--- config.mk ---
export PLATFORM = sky130hd
export DESIGN_NAME = irp_top
export DESIGN_NICKNAME = d
export VERILOG_FILES = /design/src/irp_pkg.sv /design/src/irp_line_sync.sv /design/src/irp_top.sv
export SDC_FILE = /design/constraint.sdc
export NUM_CORES = 1
export LEC_CHECK = 0
export ABC_AREA = 1
export BUFFER_PORTS_ARGS = -buffer_cell sky130_fd_sc_hd__buf_4
export CORE_UTILIZATION = 55
export DETAILED_ROUTE_END_ITERATION = 7
export HOLD_SLACK_MARGIN = 0.02
export PLACE_DENSITY = 0.78
export SLEW_MARGIN = 20
export SYNTH_ARGS = -nofsm -noshare
export SYNTH_HDL_FRONTEND = slang
export SYNTH_SLANG_ARGS = --single-unit
--- constraint.sdc ---
create_clock -name clk -period 6 [get_ports clk]
set_input_delay 0.9 -clock clk [delete_from_list [all_inputs] [get_ports clk]]
set_output_delay 0.9 -clock clk [all_outputs]
set_load 0.02 [all_outputs]
--- src/irp_pkg.sv ---
// constants and types shared by the register port with peak hold
package irp_pkg;

  // register pointer of the highest-conversion register
  localparam logic [7:0] PTR_HIGHEST = 8'h07;
  // value of the highest-conversion register after reset
  localparam logic [11:0] HIGHEST_RST = 12'h000;
  // value of the register pointer after reset
  localparam logic [7:0] PTR_RST = 8'h00;
  // reserved upper nibble of a 16-bit register word
  localparam logic [3:0] RSVD_ZERO = 4'h0;
  // own 7-bit target address
  localparam logic [6:0] OWN_ADDR = 7'h54;
  // upper five bits of the high-speed entry code 00001xxx
  localparam logic [4:0] HS_PREFIX = 5'h01;

  // rising-edge counts within one byte slot
  localparam logic [3:0] BIT_ZERO = 4'h0;
  localparam logic [3:0] BIT_LAST = 4'h7;
  localparam logic [3:0] BIT_ACK = 4'h8;
  localparam logic [3:0] BIT_END = 4'h9;

  typedef enum logic [2:0] {
    ST_IDLE,
    ST_ADDR,
    ST_PTR,
    ST_WDATA,
    ST_RDATA,
    ST_WAIT
  } irp_state_t;

endpackage

--- src/irp_line_sync.sv ---
// two-flop synchronisers and edge, start and stop detection for the bus lines
`timescale 1ns/1ps
module irp_line_sync (
  input wire logic clk,
  input wire logic rst_n,
  input wire logic clk_en,
  input wire logic scl_i,
  input wire logic sda_i,
  output logic sda_s,
  output logic scl_rise,
  output logic scl_fall,
  output logic start_det,
  output logic stop_det
);

  logic scl_m_r;
  logic scl_s_r;
  logic scl_d_r;
  logic sda_m_r;
  logic sda_s_r;
  logic sda_d_r;

  // first stage is read only by the second
  always_ff @(posedge clk or negedge rst_n)
  begin
    if (!rst_n)
    begin
      scl_m_r <= 1'b1;
      scl_s_r <= 1'b1;
      scl_d_r <= 1'b1;
      sda_m_r <= 1'b1;
      sda_s_r <= 1'b1;
      sda_d_r <= 1'b1;
    end
    else if (clk_en)
    begin
      scl_m_r <= scl_i;
      scl_s_r <= scl_m_r;
      scl_d_r <= scl_s_r;
      sda_m_r <= sda_i;
      sda_s_r <= sda_m_r;
      sda_d_r <= sda_s_r;
    end
  end

  assign sda_s = sda_s_r;
  assign scl_rise = clk_en && scl_s_r && !scl_d_r;
  assign scl_fall = clk_en && !scl_s_r && scl_d_r;
  // data moving while the clock stays high marks start or stop
  assign start_det = clk_en && scl_s_r && scl_d_r && !sda_s_r && sda_d_r;
  assign stop_det = clk_en && scl_s_r && scl_d_r && sda_s_r && !sda_d_r;

endmodule

--- src/irp_top.sv ---
// two-wire target port with register pointer and highest-conversion peak hold
`timescale 1ns/1ps
module irp_top (
  input wire logic clk,
  input wire logic rst_n,
  input wire logic clk_en,
  input wire logic scl_i,
  input wire logic sda_i,
  output logic sda_o,
  output logic sda_oe,
  input wire logic conv_done,
  input wire logic [11:0] conv_result,
  input wire logic [15:0] ext_rdata,
  output logic [7:0] pointer,
  output logic reg_wr,
  output logic [15:0] reg_wdata,
  output logic [11:0] highest_value,
  output logic hs_mode
);

  logic rst_q1_r;
  logic rst_sync_n;
  logic sda_s;
  logic scl_rise;
  logic scl_fall;
  logic start_det;
  logic stop_det;
  irp_pkg::irp_state_t state_r;
  logic [3:0] bit_cnt_r;
  logic [7:0] shift_r;
  logic ack_r;
  logic rw_r;
  logic lo_r;
  logic [7:0] hi_r;
  logic [15:0] word_r;
  logic [7:0] pointer_r;
  logic sda_oe_r;
  logic sda_o_r;
  logic [11:0] highest_r;
  logic hs_mode_r;
  logic reg_wr_r;
  logic [15:0] reg_wdata_r;
  logic busy;
  logic [7:0] rx_byte;
  logic rx_last;
  logic hs_code;
  logic addr_match;
  logic [15:0] rd_word;
  logic tx_load;
  logic [7:0] tx_byte;
  logic wr_commit;
  logic [15:0] wr_word;
  logic wr_hit;

  // reset is applied asynchronously at once but is released through two flops
  always_ff @(posedge clk or negedge rst_n)
  begin
    if (!rst_n)
    begin
      rst_q1_r <= 1'b0;
      rst_sync_n <= 1'b0;
    end
    else
    begin
      rst_q1_r <= 1'b1;
      rst_sync_n <= rst_q1_r;
    end
  end

  // oversampled lines
  // the block clock samples both lines, so every bus rate takes the same path
  irp_line_sync u_sync (
    .clk(clk),
    .rst_n(rst_sync_n),
    .clk_en(clk_en),
    .scl_i(scl_i),
    .sda_i(sda_i),
    .sda_s(sda_s),
    .scl_rise(scl_rise),
    .scl_fall(scl_fall),
    .start_det(start_det),
    .stop_det(stop_det)
  );

  assign busy = (state_r != irp_pkg::ST_IDLE) && (state_r != irp_pkg::ST_WAIT);
  assign rx_byte = {shift_r[6:0], sda_s};
  assign rx_last = scl_rise && (bit_cnt_r == irp_pkg::BIT_LAST);
  assign hs_code = (rx_byte[7:3] == irp_pkg::HS_PREFIX);
  assign addr_match = (rx_byte[7:1] == irp_pkg::OWN_ADDR);

  assign rd_word = (pointer_r == irp_pkg::PTR_HIGHEST) ?
    {irp_pkg::RSVD_ZERO, highest_r} : ext_rdata;

  assign tx_load = scl_fall && (bit_cnt_r == irp_pkg::BIT_END) &&
    (((state_r == irp_pkg::ST_ADDR) && ack_r && rw_r) || (state_r == irp_pkg::ST_RDATA));
  assign tx_byte = ((state_r == irp_pkg::ST_RDATA) && lo_r) ? word_r[7:0] : rd_word[15:8];

  assign wr_commit = rx_last && (state_r == irp_pkg::ST_WDATA) && lo_r;
  assign wr_word = {hi_r, rx_byte};
  assign wr_hit = wr_commit && (pointer_r == irp_pkg::PTR_HIGHEST);

  // transfer sequencing
  always_ff @(posedge clk or negedge rst_sync_n)
  begin
    if (!rst_sync_n)
      state_r <= irp_pkg::ST_IDLE;
    else if (clk_en)
    begin
      if (stop_det)
        state_r <= irp_pkg::ST_IDLE;
      else if (start_det)
        state_r <= irp_pkg::ST_ADDR;
      else if (scl_rise && (state_r == irp_pkg::ST_RDATA) &&
               (bit_cnt_r == irp_pkg::BIT_ACK) && sda_s)
        state_r <= irp_pkg::ST_WAIT;
      else if (scl_fall && (bit_cnt_r == irp_pkg::BIT_END))
      begin
        case (state_r)
          irp_pkg::ST_ADDR:
            state_r <= !ack_r ? irp_pkg::ST_WAIT :
              (rw_r ? irp_pkg::ST_RDATA : irp_pkg::ST_PTR);
          irp_pkg::ST_PTR:
            state_r <= irp_pkg::ST_WDATA;
          default:
            state_r <= state_r;
        endcase
      end
    end
  end

  // rising edges counted per byte, nine with the acknowledge slot
  always_ff @(posedge clk or negedge rst_sync_n)
  begin
    if (!rst_sync_n)
      bit_cnt_r <= irp_pkg::BIT_ZERO;
    else if (clk_en)
    begin
      if (start_det || stop_det || !busy)
        bit_cnt_r <= irp_pkg::BIT_ZERO;
      else if (scl_rise)
        bit_cnt_r <= bit_cnt_r + 4'h1;
      else if (scl_fall && (bit_cnt_r == irp_pkg::BIT_END))
        bit_cnt_r <= irp_pkg::BIT_ZERO;
    end
  end

  // one shifter serves receive and transmit
  always_ff @(posedge clk or negedge rst_sync_n)
  begin
    if (!rst_sync_n)
      shift_r <= 8'h00;
    else if (clk_en)
    begin
      if (tx_load)
        shift_r <= {tx_byte[6:0], 1'b0};
      else if (scl_fall && (state_r == irp_pkg::ST_RDATA) &&
               (bit_cnt_r != irp_pkg::BIT_ZERO) && (bit_cnt_r < irp_pkg::BIT_ACK))
        shift_r <= {shift_r[6:0], 1'b0};
      else if (scl_rise && busy && (state_r != irp_pkg::ST_RDATA) &&
               (bit_cnt_r < irp_pkg::BIT_ACK))
        shift_r <= rx_byte;
    end
  end

  // acknowledge decision and direction, taken at the eighth rising edge
  always_ff @(posedge clk or negedge rst_sync_n)
  begin
    if (!rst_sync_n)
    begin
      ack_r <= 1'b0;
      rw_r <= 1'b0;
    end
    else if (clk_en && rx_last)
    begin
      if (state_r == irp_pkg::ST_ADDR)
      begin
        ack_r <= addr_match && !hs_code;
        rw_r <= sda_s;
      end
      else if ((state_r == irp_pkg::ST_PTR) || (state_r == irp_pkg::ST_WDATA))
        ack_r <= 1'b1;
    end
  end

  // byte half tracking for writes and reads
  always_ff @(posedge clk or negedge rst_sync_n)
  begin
    if (!rst_sync_n)
    begin
      lo_r <= 1'b0;
      hi_r <= 8'h00;
    end
    else if (clk_en)
    begin
      if (start_det)
        lo_r <= 1'b0;
      else if (rx_last && (state_r == irp_pkg::ST_PTR))
        lo_r <= 1'b0;
      else if (rx_last && (state_r == irp_pkg::ST_WDATA))
      begin
        lo_r <= !lo_r;
        if (!lo_r)
          hi_r <= rx_byte;
      end
      else if (scl_rise && (state_r == irp_pkg::ST_RDATA) &&
               (bit_cnt_r == irp_pkg::BIT_ACK) && !sda_s)
        lo_r <= !lo_r;
    end
  end

  // word snapshot keeps both halves of one read consistent
  always_ff @(posedge clk or negedge rst_sync_n)
  begin
    if (!rst_sync_n)
      word_r <= 16'h0000;
    else if (clk_en && tx_load && !((state_r == irp_pkg::ST_RDATA) && lo_r))
      word_r <= rd_word;
  end

  always_ff @(posedge clk or negedge rst_sync_n)
  begin
    if (!rst_sync_n)
      pointer_r <= irp_pkg::PTR_RST;
    else if (clk_en && rx_last && (state_r == irp_pkg::ST_PTR))
      pointer_r <= rx_byte;
  end

  // data line drive, changed while the clock is low and released at start or stop
  always_ff @(posedge clk or negedge rst_sync_n)
  begin
    if (!rst_sync_n)
      sda_oe_r <= 1'b0;
    else if (clk_en)
    begin
      if (start_det || stop_det)
        sda_oe_r <= 1'b0;
      else if (tx_load)
        sda_oe_r <= !tx_byte[7];
      else if (scl_fall && busy)
      begin
        if (bit_cnt_r == irp_pkg::BIT_ACK)
          sda_oe_r <= (state_r != irp_pkg::ST_RDATA) && ack_r;
        else if (bit_cnt_r == irp_pkg::BIT_END)
          sda_oe_r <= 1'b0;
        else if ((state_r == irp_pkg::ST_RDATA) && (bit_cnt_r != irp_pkg::BIT_ZERO))
          sda_oe_r <= !shift_r[7];
      end
    end
  end

  // open drain: the driven level is always low
  always_ff @(posedge clk or negedge rst_sync_n)
  begin
    if (!rst_sync_n)
      sda_o_r <= 1'b0;
    else if (clk_en)
      sda_o_r <= 1'b0;
  end

  // peak hold; a conversion lost while clk_en is low is not recovered
  always_ff @(posedge clk or negedge rst_sync_n)
  begin
    if (!rst_sync_n)
      highest_r <= irp_pkg::HIGHEST_RST;
    else if (clk_en)
    begin
      if (wr_hit)
        highest_r <= wr_word[11:0];
      else if (conv_done && (conv_result > highest_r))
        highest_r <= conv_result;
    end
  end

  // high-speed mode flag
  always_ff @(posedge clk or negedge rst_sync_n)
  begin
    if (!rst_sync_n)
      hs_mode_r <= 1'b0;
    else if (clk_en)
    begin
      if (stop_det)
        hs_mode_r <= 1'b0;
      else if (rx_last && (state_r == irp_pkg::ST_ADDR) && hs_code)
        hs_mode_r <= 1'b1;
    end
  end

  // full words go to the rest of the register map as one-cycle strobes
  always_ff @(posedge clk or negedge rst_sync_n)
  begin
    if (!rst_sync_n)
    begin
      reg_wr_r <= 1'b0;
      reg_wdata_r <= 16'h0000;
    end
    else if (clk_en)
    begin
      reg_wr_r <= wr_commit;
      if (wr_commit)
        reg_wdata_r <= wr_word;
    end
  end

  assign sda_o = sda_o_r;
  assign sda_oe = sda_oe_r;
  assign pointer = pointer_r;
  assign reg_wr = reg_wr_r;
  assign reg_wdata = reg_wdata_r;
  assign highest_value = highest_r;
  assign hs_mode = hs_mode_r;
endmodule

==> metrics.md <==
| Metric | Value |
|---|---|
| TritonRoute pass-1 iters | 5 |
| Synth top area cells | dfrtp_1, nand2_1, nand3_1 |
| Slew @ Worst Pin | about 0.84 ns |
| I/O Buffers | 72 |
| Drt drc | 0 |
| Fillers | approximately 700 |
| Tcrit/Tclk final | roughly two fifths |
| Multi-input logic area | roughly 0.002 mm2 |
| Vias/cell | around 5.2 |
| Initial core utilization | ~57% |
| Crit path required time | ~6.3 ns |
| Seq/Total Area, Yosys | between 40% and 50% |
| GRT Total Usage | a little over a quarter |
| Die Wd | 91.69 um |
| Worst hold path type | primary input to asynchronous set/reset pin |
| Initial antenna violation count | 0 |
| RePlAce Congestion | roughly 0.89 |
| Total CTS buffers | 9 |
| DR vias | between 3000 and 4000 |
| Final Hold Fails | 0 |
| Clock Tree Root | clkbuf_8 |
| FMAX | between 0.4 and 0.5 GHz |
| Setup CP Type | primary input to flop |
| Switching part of the total | 41.31% |
| Largest area contributor in the netlist | dfrtp_1 |
| Pint | 999.8 uW |
| Number of nets with antenna violations after routing | 0 |
| Synthesis Warnings | 0 |
| Mapped Cells | approximately 580 |
| Total gr overflow | 0 |
| WL/cell | 14.31 um |
| Post-CTS Resized | 0 |
| Slew Limit Fails | 0 |
| Netlist cell types | 35 |
| Die ar. | about 0.0084 mm2 |
| Post-CTS Hold Buffers | 0 |
| Synth Register Bits | slightly above 80 |
| CP max FO | 27 |
| Asr flop ratio synth | between 90% and 100% |
| Post-synth EDFFs | 0 |
| First-pass GRT wire length | ~18000 um |
| Final core occ | roughly two thirds |
| Status | finished clean |
| # nets final | approximately 690 |
| Post-Synthesis Mean Instance Area | between 7 and 8 um2 |
| Psw | between 700 and 800 uW |
| Clk pin slew, worst setup/hold paths | ~0.1 ns |
| Comb pwr share | between 30% and 40% |
| Rows | 32 |
| Fin area | ~0.0052 mm2 |
| Clock Sinks | slightly above 80 |
| Io pins | between 70 and 80 |
| Sequential Power Share | roughly 44% |
| Cell with the most instances after synthesis | nand2_1 |
| Number of global-route vias before repair | between 3000 and 4000 |
| Post-DP Area | approximately 0.0050 mm2 |
| Number of H-tree levels | 3 |
| Max clock buf depth | 2 |
| Synth top area share | between 40% and 50% |
| Worst Setup Start Kind | primary input |
| Setup WS pre-CTS | around 3.3 ns |
| Setup violators final | 0 |
| CP Capture Type | flop |
| Clock skew | about 0.015 ns |
| Worst setup margin | approximately 3.6 ns |
| Hpwl dp | 7874 um |
| Power Density | roughly 330 mW/mm2 |
| Layout overhead on the synthesized area | 17.31% |
| Setup TNS Final | 0 ns |
| WL final | approximately 11000 um |
| Hold slack | 0.2940 ns |
| Die height | 91.69 um |
| Max-capacitance violation count | 0 |
| Slew margin rel. | between 40% and 50% |
| Core area | approximately 0.0078 mm2 |
| First DRT Iteration DRCs | 254 |
| Static leakage | 2.854 nW |
| Post-Syn Area | 0.004424 mm2 |
| RSZ-0062 raised after global routing | no |
| Final min period | approximately 2.4 ns |
| Post-CTS setup buffers | 0 |
| Largest net degree at the start of global routing | between 40 and 50 |
| Ant diodes | 0 |
| Share of layout cells above drive strength 1 | between 10% and 20% |
| Clock share of power | 23.7% |
| CTS tree | yes |
| Post-synth top cells | nand2_1, dfrtp_1, inv_1 |
| Clock Latency Late Sink | about 0.36 ns |
| CP arrival | 2.66 ns |
| Post-synthesis net count | between 600 and 700 |
| Sequential cell area | between 0.002 and 0.0025 mm2 |
| Worst IR drop on VDD | around 0.16 mV |
| Synth Flop Type | dfrtp_1 |
==> critical path, cell delays in order <==
cell,delay (ns)
buf_4,0.26
nand3_1,0.17
nor2_1,0.18
nand2_1,0.45
a21oi_4,0.50
nand2_1,0.10
o21ai_1,0.10
==> area by class of cell <==
class	instances	share of cell area, %
Clock buffer	9	2.387
Sequential cell	81	39.22
Clock inverter	7	1.663
Tap cell	102	2.459
Timing Repair Buffer	74	10.70
Multi-Input combinational cell	413	39.01
Inverter	63	4.556
==> cell families (layout without fill, tap and decap cells) <==
logic type      after synthesis  after routing  synth area share (%)
fa+ha+maj                    15             15                 4.242
compound gates               71             71                 9.191
xor+xnor                      1              1                0.1980
flops                        81             81                 45.98
buf+inv                      84            153                 8.258
simple gates                324            324                 31.96
other cells                   2              2                0.1697
==> stage by stage <==
step	power (mW)	cells
2_1_floorplan	1.100	578
3_3_place_gp	1.291	733
3_5_place_dp	1.306	733
4_1_cts	1.708	749
5_1_grt	1.816	749
6_report	1.704	749
==> cells in the final DEF (no fill, tap or decap), types with 2 or more instances in the layout <==
master    netlist  final
a21oi_1         5      5
buf_4           6     74
clkbuf_8        0      9
clkinv_4        0      2
clkinv_8        0      3
conb_1          2      2
dfrtp_1        75     74
dfstp_2         6      6
ha_1           15     15
inv_1          60     60
inv_2           3      3
nand2_1       220    220
nand2_2         4      4
nand2_4         4      4
nand3_1        46     46
nand3_2         2      2
nand4_1        15     15
nor2_1         24     24
nor2_2          3      3
o21ai_0        37     37
o21ai_1        14     14
o21ai_2         6      6
o22ai_1         4      4
==> layer usage <==
layer	track usage, %	up-vias	wire, um
li1	-	1967	-
met1	36.26	1811	4783
met2	45.43	141	5095
met3	4.312	13	682
met4	8.464	0	156
met5	0	-	0
==> worst paths after layout <==
path | startpoint | end | slack [ns] | depth (start not counted)
min in group clk | rst_q1_r | rst_sync_n | 0.38 | 0
min | rst_n | rst_sync_n | 0.29 | 1
max | clk_en | word_r[2] | 3.63 | 7
max reg2reg | bit_cnt_r[1] | word_r[2] | 3.82 | 8
min reg2reg | rst_sync_n | pointer[6] | 0.38 | 0
max in group asynchronous | rst_sync_n | u_sync.scl_m_r | 4.59 | 1
==> sequential cells by signal, summed over array words and instances, names as in the netlist <==
name / cells
u_sync.scl_d_r: 1
hs_mode: 1
u_sync.sda_d_r: 1
hi_r: 8
rw_r: 1
u_sync.sda_s: 1
highest_value: 12
u_sync.sda_m_r: 1
state_r: 3
reg_wr: 1
reg_wdata: 16
bit_cnt_r: 4
shift_r: 8
word_r: 8
pointer: 8
rst_sync_n: 1
ack_r: 1
u_sync.scl_m_r: 1
sda_oe: 1
u_sync.scl_s_r: 1
lo_r: 1
rst_q1_r: 1
==> power by group through the flow <==
stage	combinational, mW	clock, mW	sequential [mW]
final	0.552	0.404	0.747
after global placement	0.537	0	0.754
after CTS	0.555	0.408	0.745
after global routing	0.628	0.429	0.759
after floorplan	0.330	0	0.770
after detailed placement	0.549	0	0.756
No activity file was read; power rests on OpenSTA's default activity.
